### src/include/barl_defs.vh
// Codes and register map for the address status / response retry block.
// Assumes inclusion by bare name from the design file.
`ifndef BARL_DEFS_VH
`define BARL_DEFS_VH
// Status codes (2 bits)
`define BARL_AST_NULL 2'h0
`define BARL_AST_RETRY 2'h1
`define BARL_AST_PARERR 2'h2
`define BARL_AST_POSACK 2'h3
`define BARL_AST_NO_ACK_CODE 2'h0
// Response codes (3 bits)
`define BARL_RSP_NULL 3'h0
`define BARL_RSP_RETRY 3'h1
`define BARL_RSP_SHARED 3'h2
`define BARL_RSP_MODIFIED 3'h3
`define BARL_RSP_RERUN 3'h4
// Register byte offsets
`define BARL_REG_CTRL 8'h00
`define BARL_REG_STAT 8'h04
`define BARL_REG_LAT 8'h08
// Control field positions
`define BARL_CTRL_SNP_EN 0
`define BARL_CTRL_PAR_EN 1
`define BARL_CTRL_POSACK_EN 2
`define BARL_CTRL_MCHK_EN 3
`define BARL_CTRL_RESET 32'h0000_0000
// Status field positions
`define BARL_STAT_PARERR0 0
`define BARL_STAT_POSACKERR 1
`define BARL_STAT_STCX_FAIL 2
`define BARL_STAT_TLBI_BUSY 3
// Latency
`define BARL_LAT_RESET 4'h8
`define BARL_LAT_MIN 4'h2
`endif

### src/rtl/barl_retry_logic.v
// Address status and address response logic for master and snooper roles.
// Assumes bus codes sampled synchronously to i_ref_clk; registers on classic Wishbone.
// Assumes one operation per phase strobe and that the far side combines codes.
// Assumes the invalidate done pulse comes from the translation logic.
`include "barl_defs.vh"
`default_nettype none

module barl_retry_logic #(
  parameter SNP_BUFS = 4
) (
  input wire i_ref_clk,
  input wire i_sys_rst,
  // Wishbone slave
  input wire i_wb_cyc,
  input wire i_wb_stb,
  input wire i_wb_we,
  input wire [7:0] i_wb_adr,
  input wire [3:0] i_wb_sel,
  input wire [31:0] i_wb_dat,
  output reg [31:0] o_wb_dat,
  output reg o_wb_ack,
  // Status phase inputs
  input wire i_address_status_phase_phase,
  input wire i_my_op,
  input wire i_prev_adj_match,
  input wire i_addr_par_err,
  input wire [SNP_BUFS-1:0] i_snp_buf_busy,
  input wire i_snp_buf_hit,
  input wire i_non_mc_op,
  input wire i_tlbi_op,
  input wire i_sync_class_op,
  input wire i_snp_sm_free,
  input wire i_tlbi_done,
  input wire i_aresp_disabled_op,
  input wire i_posack_enabled_op,
  input wire [1:0] i_addr_status_sample,
  // Response phase inputs
  input wire i_aresp_phase,
  input wire i_cd_enabled_op,
  input wire i_cd_in,
  input wire i_cistcx,
  input wire i_reservation,
  input wire i_lr_or_dc,
  input wire i_wr_nonflush,
  input wire i_snp_hit,
  input wire i_push_needed,
  input wire i_l2_ue,
  input wire [2:0] i_addr_response_sample,
  // Outputs
  output reg [1:0] o_addr_status_drive,
  output reg [2:0] o_addr_response_drive,
  output reg o_mst_complete,
  output reg o_mst_restart,
  output reg o_mst_to_lsu,
  output reg o_mst_hold_cd,
  output reg o_mst_resp_phase,
  output reg o_snp_abort,
  output reg o_snp_complete,
  output reg o_snp_resp_phase,
  output reg o_queue_release,
  output reg o_mchk,
  output reg o_checkstop,
  output reg o_stcx_fail
);

  // Software-visible control and flags
  reg [3:0] ctrl_q;
  reg [3:0] lat_q;
  reg par_err_q;
  reg posack_err_q;
  reg stcx_fail_q;
  // Invalidate tracker, one-hot; only one invalidate is worked on
  localparam [1:0] TLBI_IDLE = 2'h1;
  localparam [1:0] TLBI_BUSY = 2'h2;
  reg [1:0] tlbi_st_q;
  reg [1:0] tlbi_st_d;
  wire tlbi_busy = tlbi_st_q[1];
  // Pending abort, one clock after retry sample
  reg abort_pend_q;

  wire snoop_enable = ctrl_q[`BARL_CTRL_SNP_EN];
  wire parity_check_enable = ctrl_q[`BARL_CTRL_PAR_EN];
  wire positive_ack_enable = ctrl_q[`BARL_CTRL_POSACK_EN];
  wire machine_check_enable = ctrl_q[`BARL_CTRL_MCHK_EN];

  wire wb_req = i_wb_cyc & i_wb_stb & ~o_wb_ack;
  // Writes land at the edge where the master sees ack high
  wire wb_wr = i_wb_cyc & i_wb_stb & o_wb_ack & i_wb_we & i_wb_sel[0];

  // Busy chain per snoop buffer; retry only when every buffer is taken
  wire [SNP_BUFS:0] busy_chain;
  assign busy_chain[0] = 1'b1;
  genvar gi;
  generate
    for (gi = 0; gi < SNP_BUFS; gi = gi + 1) begin : g_buf
      assign busy_chain[gi+1] = busy_chain[gi] & i_snp_buf_busy[gi];
    end
  endgenerate
  wire all_bufs_busy = busy_chain[SNP_BUFS];

  // Acceptance of acknowledge code
  wire ack_is_ok = i_posack_enabled_op ?
      (positive_ack_enable ? (i_addr_status_sample == `BARL_AST_POSACK) :
       ((i_addr_status_sample == `BARL_AST_POSACK) |
        (i_addr_status_sample == `BARL_AST_NO_ACK_CODE))) :
      ((i_addr_status_sample == `BARL_AST_POSACK) |
       (i_addr_status_sample == `BARL_AST_NO_ACK_CODE));

  wire st_par = i_addr_status_sample == `BARL_AST_PARERR;
  wire st_retry = i_addr_status_sample == `BARL_AST_RETRY;
  wire rsp_retry = i_addr_response_sample == `BARL_RSP_RETRY;
  wire cd_is_not_ok = i_cd_enabled_op & ~i_cd_in;
  wire lat_low = lat_q < `BARL_LAT_MIN;

  // Status decision for master and snooper; slaves-only retry rule left to the addressed slave
  reg [1:0] ast_d;
  always @* begin
    ast_d = `BARL_AST_NULL;
    if (i_my_op) begin
      if (i_prev_adj_match) begin
        ast_d = `BARL_AST_RETRY;
      end
    end else if (i_addr_par_err & parity_check_enable) begin
      ast_d = `BARL_AST_PARERR;
    end else if (snoop_enable) begin
      if (all_bufs_busy | (i_non_mc_op & ~i_snp_buf_hit)) begin
        ast_d = `BARL_AST_RETRY;
      end else if (i_sync_class_op & ~i_snp_sm_free) begin
        ast_d = `BARL_AST_RETRY;
      end else if (i_tlbi_op & tlbi_busy) begin
        ast_d = `BARL_AST_RETRY;
      end
    end
  end

  // Response drive decision
  reg [2:0] rsp_d;
  always @* begin
    rsp_d = `BARL_RSP_NULL;
    if (i_my_op) begin
      if (cd_is_not_ok | (i_cistcx & ~i_reservation)) begin
        rsp_d = `BARL_RSP_RETRY;
      end
    end else if (snoop_enable) begin
      if (i_push_needed | (i_snp_hit & ~i_snp_sm_free)) begin
        rsp_d = `BARL_RSP_RETRY;
      end else if (i_l2_ue | lat_low) begin
        rsp_d = `BARL_RSP_RETRY;
      end
    end
  end

  // Register bus: single-cycle ack, unmapped reads zero
  always @(posedge i_ref_clk or posedge i_sys_rst) begin
    if (i_sys_rst) begin
      o_wb_ack <= 1'b0;
      o_wb_dat <= 32'h0000_0000;
      ctrl_q <= 4'h0;
      lat_q <= `BARL_LAT_RESET;
    end else begin
      o_wb_ack <= wb_req;
      o_wb_dat <= 32'h0000_0000;
      if (wb_wr && i_wb_adr == `BARL_REG_CTRL) begin
        ctrl_q <= i_wb_dat[3:0];
      end
      if (wb_wr && i_wb_adr == `BARL_REG_LAT) begin
        lat_q <= i_wb_dat[3:0];
      end
      if (wb_req && !i_wb_we) begin
        case (i_wb_adr)
          `BARL_REG_CTRL: o_wb_dat <= {28'h000_0000, ctrl_q};
          `BARL_REG_STAT: o_wb_dat <= {28'h000_0000, tlbi_busy, stcx_fail_q,
                                       posack_err_q, par_err_q};
          `BARL_REG_LAT: o_wb_dat <= {28'h000_0000, lat_q};
          default: o_wb_dat <= 32'h0000_0000;
        endcase
      end
    end
  end

  // Write-one-to-clear of status; a hardware set in the same cycle wins
  wire stat_clr = wb_wr && i_wb_adr == `BARL_REG_STAT;
  wire set_par = i_address_status_phase_phase & i_my_op & st_par;
  wire set_pak = i_address_status_phase_phase & i_my_op & ~st_par & ~st_retry & ~ack_is_ok;
  wire set_stcx = i_aresp_phase & i_my_op & rsp_retry & i_cistcx & ~i_reservation;
  wire tlbi_take = i_address_status_phase_phase & ~i_my_op & snoop_enable & i_tlbi_op & ~tlbi_busy;

  // Phase strobes split by role
  wire mst_stat = i_address_status_phase_phase & i_my_op;
  wire snp_stat = i_address_status_phase_phase & ~i_my_op;
  wire mst_resp = i_aresp_phase & i_my_op;
  wire snp_resp = i_aresp_phase & ~i_my_op;

  // Invalidate tracker next state; a take only happens from idle
  always @* begin
    tlbi_st_d = tlbi_st_q;
    case (tlbi_st_q)
      TLBI_IDLE: begin
        if (tlbi_take) begin
          tlbi_st_d = TLBI_BUSY;
        end
      end
      TLBI_BUSY: begin
        if (i_tlbi_done) begin
          tlbi_st_d = TLBI_IDLE;
        end
      end
      default: begin
        tlbi_st_d = TLBI_IDLE;
      end
    endcase
  end

  // Invalidate tracker state; an illegal code falls back to idle
  always @(posedge i_ref_clk or posedge i_sys_rst) begin
    if (i_sys_rst) begin
      tlbi_st_q <= TLBI_IDLE;
    end else begin
      tlbi_st_q <= tlbi_st_d;
    end
  end

  // Codes are shown for exactly one cycle after each phase strobe
  always @(posedge i_ref_clk or posedge i_sys_rst) begin
    if (i_sys_rst) begin
      o_addr_status_drive <= `BARL_AST_NULL;
      o_addr_response_drive <= `BARL_RSP_NULL;
    end else begin
      o_addr_status_drive <= i_address_status_phase_phase ? ast_d : `BARL_AST_NULL;
      o_addr_response_drive <= i_aresp_phase ? rsp_d : `BARL_RSP_NULL;
    end
  end

  // Abort lands one clock after the retry sample; the slot is then free
  always @(posedge i_ref_clk or posedge i_sys_rst) begin
    if (i_sys_rst) begin
      abort_pend_q <= 1'b0;
      o_queue_release <= 1'b0;
    end else begin
      abort_pend_q <= i_address_status_phase_phase & st_retry;
      o_queue_release <= abort_pend_q;
    end
  end

  // Sticky flags; a hardware set outranks a clear in the same cycle
  always @(posedge i_ref_clk or posedge i_sys_rst) begin
    if (i_sys_rst) begin
      par_err_q <= 1'b0;
      posack_err_q <= 1'b0;
      stcx_fail_q <= 1'b0;
    end else begin
      par_err_q <= set_par | (par_err_q & ~(stat_clr & i_wb_dat[`BARL_STAT_PARERR0]));
      posack_err_q <= set_pak |
          (posack_err_q & ~(stat_clr & i_wb_dat[`BARL_STAT_POSACKERR]));
      stcx_fail_q <= set_stcx |
          (stcx_fail_q & ~(stat_clr & i_wb_dat[`BARL_STAT_STCX_FAIL]));
    end
  end

  // Machine check causes; the enable picks trap or checkstop
  wire mchk_cause = (mst_stat & st_par & positive_ack_enable) |
      (mst_stat & ~st_par & ~st_retry & ~ack_is_ok) |
      (snp_stat & st_par);
  always @(posedge i_ref_clk or posedge i_sys_rst) begin
    if (i_sys_rst) begin
      o_mchk <= 1'b0;
      o_checkstop <= 1'b0;
    end else begin
      o_mchk <= mchk_cause & machine_check_enable;
      o_checkstop <= mchk_cause & ~machine_check_enable;
    end
  end

  // Master outcomes; response phase pulses are ORed with status pulses of the same cycle
  always @(posedge i_ref_clk or posedge i_sys_rst) begin
    if (i_sys_rst) begin
      o_mst_complete <= 1'b0;
      o_mst_restart <= 1'b0;
      o_mst_to_lsu <= 1'b0;
      o_mst_hold_cd <= 1'b0;
      o_mst_resp_phase <= 1'b0;
      o_stcx_fail <= 1'b0;
    end else begin
      o_mst_complete <= 1'b0;
      o_mst_restart <= 1'b0;
      o_mst_to_lsu <= 1'b0;
      o_mst_hold_cd <= 1'b0;
      o_mst_resp_phase <= 1'b0;
      o_stcx_fail <= 1'b0;
      // Status phase, highest priority code first
      if (mst_stat) begin
        if (st_par) begin
          o_mst_complete <= 1'b1;
        end else if (st_retry) begin
          o_mst_restart <= 1'b1;
        end else if (!ack_is_ok) begin
          o_mst_complete <= 1'b1;
        end else if (i_aresp_disabled_op) begin
          o_mst_complete <= 1'b1;
        end else begin
          o_mst_resp_phase <= 1'b1;
        end
      end
      // Conditional store is judged before plain writes, being atomic
      if (mst_resp) begin
        if (rsp_retry && i_cistcx && !i_reservation) begin
          o_stcx_fail <= 1'b1;
          o_mst_complete <= 1'b1;
        end else if (!rsp_retry || i_wr_nonflush) begin
          o_mst_complete <= 1'b1;
        end else if (cd_is_not_ok && i_lr_or_dc) begin
          o_mst_to_lsu <= 1'b1;
        end else begin
          // Collision case waits in the bus interface unit first
          o_mst_hold_cd <= cd_is_not_ok;
          o_mst_restart <= 1'b1;
        end
      end
    end
  end

  // Snooper outcomes; a response retry leaves the cache state untouched
  always @(posedge i_ref_clk or posedge i_sys_rst) begin
    if (i_sys_rst) begin
      o_snp_abort <= 1'b0;
      o_snp_complete <= 1'b0;
      o_snp_resp_phase <= 1'b0;
    end else begin
      o_snp_abort <= 1'b0;
      o_snp_complete <= 1'b0;
      o_snp_resp_phase <= 1'b0;
      if (snp_stat) begin
        if (st_par | st_retry | ~ack_is_ok) begin
          o_snp_abort <= 1'b1;
        end else if (i_aresp_disabled_op) begin
          o_snp_complete <= 1'b1;
        end else begin
          o_snp_resp_phase <= 1'b1;
        end
      end
      if (snp_resp) begin
        if (rsp_retry) begin
          o_snp_abort <= 1'b1;
        end else begin
          o_snp_complete <= 1'b1;
        end
      end
    end
  end

endmodule
`default_nettype wire

### config.mk
export PLATFORM = sky130hd
export DESIGN_NAME = barl_retry_logic
export DESIGN_NICKNAME = d
export VERILOG_FILES = /design/src/rtl/barl_retry_logic.v
export VERILOG_INCLUDE_DIRS = /design/src /design/src/include
export SDC_FILE = /design/constraint.sdc
export NUM_CORES = 1
export LEC_CHECK = 0
export ABC_CLOCK_PERIOD_IN_PS = 1550
export BUFFER_PORTS_ARGS = -buffer_cell sky130_fd_sc_hd__buf_2
export CORE_MARGIN = 10
export CORE_UTILIZATION = 37
export CTS_CLUSTER_DIAMETER = 120
export DETAILED_ROUTE_END_ITERATION = 10
export PLACE_DENSITY_LB_ADDON = 0.08
export SYNTH_ARGS = -nofsm -noshare
export SYNTH_HDL_FRONTEND = slang
export SYNTH_SLANG_ARGS = --single-unit
### constraint.sdc
create_clock -name i_ref_clk -period 1.55 [get_ports i_ref_clk]
set_clock_uncertainty 0.05 [all_clocks]
set_input_delay 0 -clock i_ref_clk [delete_from_list [all_inputs] [get_ports i_ref_clk]]
set_output_delay 0 -clock i_ref_clk [all_outputs]
set_load 0.05 [all_outputs]
==> reports/results.tsv, run 1 <==
stage	metric	value	unit
status	status	complete, no violations	
placed_design	gp_congestion	0.769	
timing	rsz0062_at_grt	no	
critical_path	rr_startpoint	ctrl_q[2]$_DFFE_PP0P_	
logic_synthesis	ys.flop_type	dfrtp_1	
route	wl	5150	um
floorplanning	core-area	5040	um^2
critical_path	reg2regPathDepth	3	
run	cap_viol_max_count	0	
grt	grt_max_degree	35	
pwr	p_per_area	799	nW/um^2
route	drtIter0Drc	15	
logic_synthesis	synth_top_area_share	42.0	%
floorplanning	die_area	8420	um^2
grt	grt_pass1_wl	8420	um
pwr	p_leak	1.37	nW
route	dr.pass1.iters	2	
final_layout	fin_area	2590	um^2
timing	finalSetupViolations	0	
logic_synthesis	synth.avg_cell_area	10.6	um^2
critical_path	critical_path_buf_inv_count	0	
route	drt-wirelength-per-cell	14.7	um
clock_network	cts_tree	built	
timing	hold_ws	0.0352	ns
min_path	min_path_cells	3	
placed_design	hpwlAfterDp	4090	um
clock_network	cts_root_buffer	clkbuf_8	
placed_design	dp_slack	-0.0728	ns
route	vias	1563	
timing	clock.fmax	672	MHz
clock_network	clock_latency	0.28	ns
critical_path	cp_top_family	simple AND/OR/NAND/NOR gates	
min_path	hold_start	i_tlbi_done	
timing	fin_crit_sh	96.0	%
timing	fin_ws	0.0619	ns
floorplanning	rows	26	
min_path	worst_hold_path_type	primary input to register	
timing	finalMaxSlewViolations	0	
route	drc_errors	0	
route	antenna_left	0	
route	vias_per_cell	4.47	
critical_path	worstSetupPathType	register to register	
logic_synthesis	yosys.area.top_type	dfrtp_1	
clock_network	clock-sinks	34	
logic_synthesis	synth_cells	180	
placed_design	placed_cell_area	2290	um^2
logic_synthesis	synth_edf_count	0	
logic_synthesis	synth.distinct_cells	45	
floorplanning	initial_utilization	37.8	%
clock_network	cts_buffers	5	
grt	grt_pass1_vias	1785	
logic_synthesis	ys_ff_latch	34	
clock_network	htreeDepth	2	
critical_path	reg2reg_to	o_snp_complete$_DFF_PP0_	
critical_path	critPathRequiredTime	1.69	ns
critical_path	reg2reg_slack	0.06	ns
logic_synthesis	synthTopCellsByArea	dfrtp_1, buf_4, mux2_1, dfstp_2, ha_1	
critical_path	cp_slowest_stage_delay	0.63	ns
clock_network	clockBufferDepth	2	
timing	hold_viol	0	
critical_path	slowest_stage	or4b_2	
logic_synthesis	synth.yosys.warnings	0	
critical_path	worstSetupEndpointType	register	
floorplanning	io_pins	130	
timing	finalCriticalPeriod	1.49	ns
placed_design	port_buffers	68	
floorplanning	die_y	91.7	um
grt	antenna_found_initial	0	
grt	grt_use_total	12.1	%
clock_network	clk_pin_slew	0.07	ns
critical_path	crit_arrival	1.63	ns
floorplanning	die_w	91.7	um
final_layout	drive_above_1_share	36.1	%
grt	overflow	0	
final_layout	diodes	0	
critical_path	path_max_fanout	3	
pwr	finalPower	2.07	mW
final_layout	synthToLayoutAreaGrowth	35.8	%
pwr	max-vdd-ir-drop	0.489	mV
min_path	hold-path-endpoint	tlbi_st_q[1]$_DFFE_PP0P_	
logic_synthesis	async_reset_ff_share	100	%
critical_path	crit_chain	and3b_1 > or4b_2 > o32ai_1	
final_layout	fin_nets	363	
logic_synthesis	syn_area	1900	um^2
logic_synthesis	synth_seq_area_share	44.8	%
critical_path	start_kind	register	
stage by stage:
| step | instances | setup TNS [ns] | utilization (%) |
|---|---|---|---|
| floorplan | 209 | 0 | - |
| global placement | 323 | -0.217 | 45.3 |
| detailed placement | 323 | -0.313 | 45.3 |
| CTS | 350 | 0 | 50.9 |
| global route | 350 | 0 | 51.3 |
| finish | 350 | 0 | 51.3 |
cells by family (layout without fill, tap and decap cells):
family	after synthesis	in the layout	synth area share, %
and+or+nand+nor	60	60	21.0
AOI/OAI and AO/OA	25	25	9.99
adders and majority gates	4	4	2.63
DFF	34	34	44.8
buffers and inverters	44	115	14.6
muxes	12	12	6.83
other	1	30	0.197
layout make-up:
class | count | area (um^2)
fillers | 488 | 2460
well taps | 70 | 87.6
inverters | 11 | 41.3
clock buffers | 7 | 86.3
multi-input cells | 131 | 907
flip-flops and latches | 34 | 855
clock inverters | 1 | 5.00
repair buffers | 96 | 604
cell usage after synthesis, types with 3 or more instances:
master and n:
inv_1 11, nand2b_1 5, dfrtp_1 32, mux2i_1 4, buf_4 30, o21ai_0 4, ha_1 4, mux2_1 8
clkbuf_1 3, a21oi_1 3, nand3_1 5, nor3b_1 6, nand2_1 10, nor2b_1 7, a2bb2oi_1 3, nor2_1 7
cell usage in the layout (no fill, tap or decap), types with 2 or more instances in the layout:
cell and count:
or4b_2 2, dfrtp_1 31, buf_2 67, a21oi_1 3
o32ai_1 2, and3b_1 2, inv_1 11, a2bb2oi_1 3
or2_2 2, nor3b_1 6, dfstp_2 2, ha_1 4
mux2_1 7, and4_1 2, nor2_1 7, nand2_1 10
nand2b_1 5, clkbuf_8 6, o21a_1 2, o21ai_0 3
dlygate4sd3_1 19, nand3_1 4, conb_1 30, mux2i_1 4
nor2b_1 7, or3_1 2, buf_4 9
worst reg2reg max path, cell delays in order, from the launching register on:
cell,delay (ns)
dfrtp_1,0.40
and3b_1,0.17
or4b_2,0.63
o32ai_1,0.14
metal layers:
| layer | part of all wire (%) | up-vias | track usage, % | wire, um |
|---|---|---|---|---|
| li1 | - | 765 | - | - |
| met1 | 45 | 734 | 14.3 | 2330 |
| met2 | 48 | 58 | 20.2 | 2460 |
| met3 | 5.7 | 6 | 3.75 | 292 |
| met4 | 1.3 | 0 | 4.24 | 68 |
| met5 | 0 | - | 0 | 0 |
power breakdown:
part	total (mW)	switching, mW	internal [mW]
clock	0.672	0.313	0.358
sequential	0.917	0.00879	0.908
combinational	0.477	0.336	0.141
total	2.07	0.658	1.41
sequential cells by signal, summed over array words and instances, names as in the netlist, 2 cells and up:
| signal | flops |
|---|---|
| ctrl_q | 4 |
| lat_q | 4 |
| o_wb_dat | 4 |
| o_addr_status_drive | 2 |
| tlbi_st_q | 2 |
worst max-delay path by stage:
stage	start	endpoint	slack, ns	cells after the start
2_1_floorplan	o_wb_ack$_DFF_PP0_	ctrl_q[0]$_DFFE_PP0P_	0.03	3
3_3_place_gp	i_wb_adr[0]	ctrl_q[1]$_DFFE_PP0P_	-0.05	5
3_5_place_dp	i_wb_adr[0]	ctrl_q[3]$_DFFE_PP0P_	-0.07	5
4_1_cts	i_aresp_phase	o_mst_hold_cd$_DFF_PP0_	0.04	5
5_1_grt	i_aresp_phase	o_mst_restart$_DFF_PP0_	0.005	5
6_report	ctrl_q[2]$_DFFE_PP0P_	o_snp_complete$_DFF_PP0_	0.06	3
repair_timing:
action,CTS,global route
resized for setup,0,5
setup endpoints to repair,0,9
buffers inserted,0,1
endpoints found under the hold margin,55,0
hold buffers,19,0
No activity file was read; power rests on OpenSTA's default activity.
==> run 2: changes to the inputs <==
--- a/config.mk
+++ b/config.mk
@@ -8,10 +8,13 @@
 export LEC_CHECK = 0
 export ABC_CLOCK_PERIOD_IN_PS = 1550
 export BUFFER_PORTS_ARGS = -buffer_cell sky130_fd_sc_hd__buf_2
+export CELL_PAD_IN_SITES_DETAIL_PLACEMENT = 0
+export CELL_PAD_IN_SITES_GLOBAL_PLACEMENT = 1
 export CORE_MARGIN = 10
-export CORE_UTILIZATION = 37
+export CORE_UTILIZATION = 27
 export CTS_CLUSTER_DIAMETER = 120
 export DETAILED_ROUTE_END_ITERATION = 10
+export GPL_ROUTABILITY_DRIVEN = 0
 export PLACE_DENSITY_LB_ADDON = 0.08
 export SYNTH_ARGS = -nofsm -noshare
 export SYNTH_HDL_FRONTEND = slang
==> reports/results.tsv, run 2 (same netlist as run 1, synthesis figures left out) <==
stage	metric	value	unit	change
status	status	complete, no violations		
grt	grt_use_total	10.1	%	-2.0 points
final_layout	layout_common_cells	buf_2, conb_1, dfrtp_1		
grt	grt_pass1_wl	8980	um	+6.7%
min_path	min_path_cells	3		unchanged
min_path	worst_hold_path_type	primary input to register		
clock_network	clock_latency	0.28	ns	about the same
critical_path	path_max_fanout	6		+3
timing	finalCriticalPeriod	1.41	ns	-0.0766 ns
placed_design	placed_cell_area	2300	um^2	+0.77%
critical_path	cp_slowest_stage_delay	0.49	ns	-0.14 ns
final_layout	fin_area	2630	um^2	+1.6%
route	antenna_left	0		unchanged
clock_network	cts_root_buffer	clkbuf_8		
clock_network	htreeDepth	2		unchanged
pwr	finalPower	2.06	mW	-0.33%
clock_network	clockBufferDepth	2		unchanged
floorplanning	die_w	104	um	+13%
pwr	p_per_area	784	nW/um^2	-1.9%
route	vias	1563		unchanged
route	wl	5540	um	+7.6%
critical_path	worstSetupPathType	register to register		
critical_path	worstSetupEndpointType	register		
route	dr.pass1.iters	4		+2
floorplanning	die_y	104	um	+13%
floorplanning	initial_utilization	27.9	%	-9.9 points
run	cap_viol_max_count	0		unchanged
critical_path	slowest_stage	or4b_4		
clock_network	clock-sinks	34		unchanged
final_layout	synthToLayoutAreaGrowth	38.0	%	
critical_path	reg2regPathDepth	3		unchanged
floorplanning	io_pins	130		unchanged
timing	finalSetupViolations	0		unchanged
grt	grt_max_degree	35		unchanged
final_layout	largestRegisters	ctrl_q x4, lat_q x4, o_wb_dat x4		
grt	antenna_found_initial	0		unchanged
final_layout	diodes	0		unchanged
floorplanning	die_area	10800	um^2	+28%
final_layout	mostFrequentLayoutCell	buf_2		
timing	hold_ws	0.0152	ns	-0.0200 ns
grt	overflow	0		unchanged
timing	hold_viol	0		unchanged
critical_path	crit_chain	and3b_1 > or4b_4 > o32ai_2		
placed_design	hpwlAfterDp	4310	um	+5.4%
timing	fin_crit_sh	91.1	%	-4.9 points
floorplanning	core-area	6830	um^2	+35%
grt	grt_pass1_vias	1797		+0.67%
placed_design	port_buffers	68		unchanged
final_layout	drive_above_1_share	35.8	%	-0.23 points
critical_path	critPathRequiredTime	1.69	ns	about the same
timing	rsz0062_at_grt	no		
route	drt-wirelength-per-cell	14.8	um	+0.40%
route	drtIter0Drc	43		+28
pwr	max-vdd-ir-drop	0.261	mV	-47%
critical_path	reg2reg_slack	0.14	ns	+0.08 ns
clock_network	cts_buffers	5		unchanged
final_layout	fin_nets	362		-0.28%
route	drc_errors	0		unchanged
timing	finalMaxSlewViolations	0		unchanged
floorplanning	rows	30		+15%
critical_path	start_kind	register		
pwr	p_leak	1.37	nW	+0.56%
clock_network	clk_pin_slew	0.06	ns	about the same
clock_network	cts_tree	built		
timing	clock.fmax	708	MHz	+5.4%
route	vias_per_cell	4.17		-6.7%
critical_path	crit_arrival	1.55	ns	-0.08 ns
-- run 2: changes by cell type in the layout (fill, tap and decap cells not counted), sizes merged --
cell and change:
dlymetal6s4s +1, buf -2
-- run 2: path summary, 6_finish.rpt --
check                                       start                          endpoint
max in group asynchronous               i_sys_rst              lat_q[3]$_DFFE_PP1P_
min                                       i_my_op        o_snp_resp_phase$_DFF_PP0_
max reg2reg                 ctrl_q[2]$_DFFE_PP0P_          o_snp_complete$_DFF_PP0_
min in group asynchronous               i_sys_rst  o_addr_status_drive[0]$_DFF_PP0_
max                         ctrl_q[2]$_DFFE_PP0P_          o_snp_complete$_DFF_PP0_
min reg2reg                abort_pend_q$_DFF_PP0_         o_queue_release$_DFF_PP0_
-- run 2: per-stage QoR --
stage,setup TNS [ns],setup slack [ns],instances,utilization [%]
6_report,0,0.139,375,38.5
5_1_grt,0,0.0407,375,38.5
3_3_place_gp,-0.450,-0.0916,347,33.7
3_5_place_dp,-0.483,-0.107,347,33.7
2_1_floorplan,0,0.0265,209,-
4_1_cts,0,0.00617,375,38.0
-- run 2: cell type report --
class	count	area, um^2
Fill cell	744	4200
Multi-Input combinational cell	131	917
Sequential cell	34	856
Timing Repair Buffer	95	602
Tap cell	96	120
Clock buffer	7	86.3
Inverter	11	41.3
Clock inverter	1	5.00
-- run 2: report_power, final --
group	switching (mW)	leakage (nW)	internal (mW)
clock	0.304	0.0482	0.358
combinational	0.339	0.880	0.140
sequential	0.00955	0.445	0.909
total	0.653	1.37	1.41
-- run 2: worst max-delay path, delay by kind of cell (launching register included) --
family	cells	cell delay [ns]
flip-flops	1	0.44
AO/OA/AOI/OAI	1	0.14
AND/OR/NAND/NOR	2	0.68
-- run 2: timing repair --
action	CTS	global route
setup endpoints to repair	1	13
resized for setup	1	7
hold endpoints to repair	56	0
pin swaps	0	2
hold buffers	20	0
buffers inserted	0	1
-- run 2: layer usage --
metal  vias to the layer above  GRT usage [%]  wire (um)
met1                       728           12.8       2630
li1                        768              -          -
met4                         0           3.88         75
met2                        63           16.2       2580
met3                         4           2.35        256
met5                         -              0          0
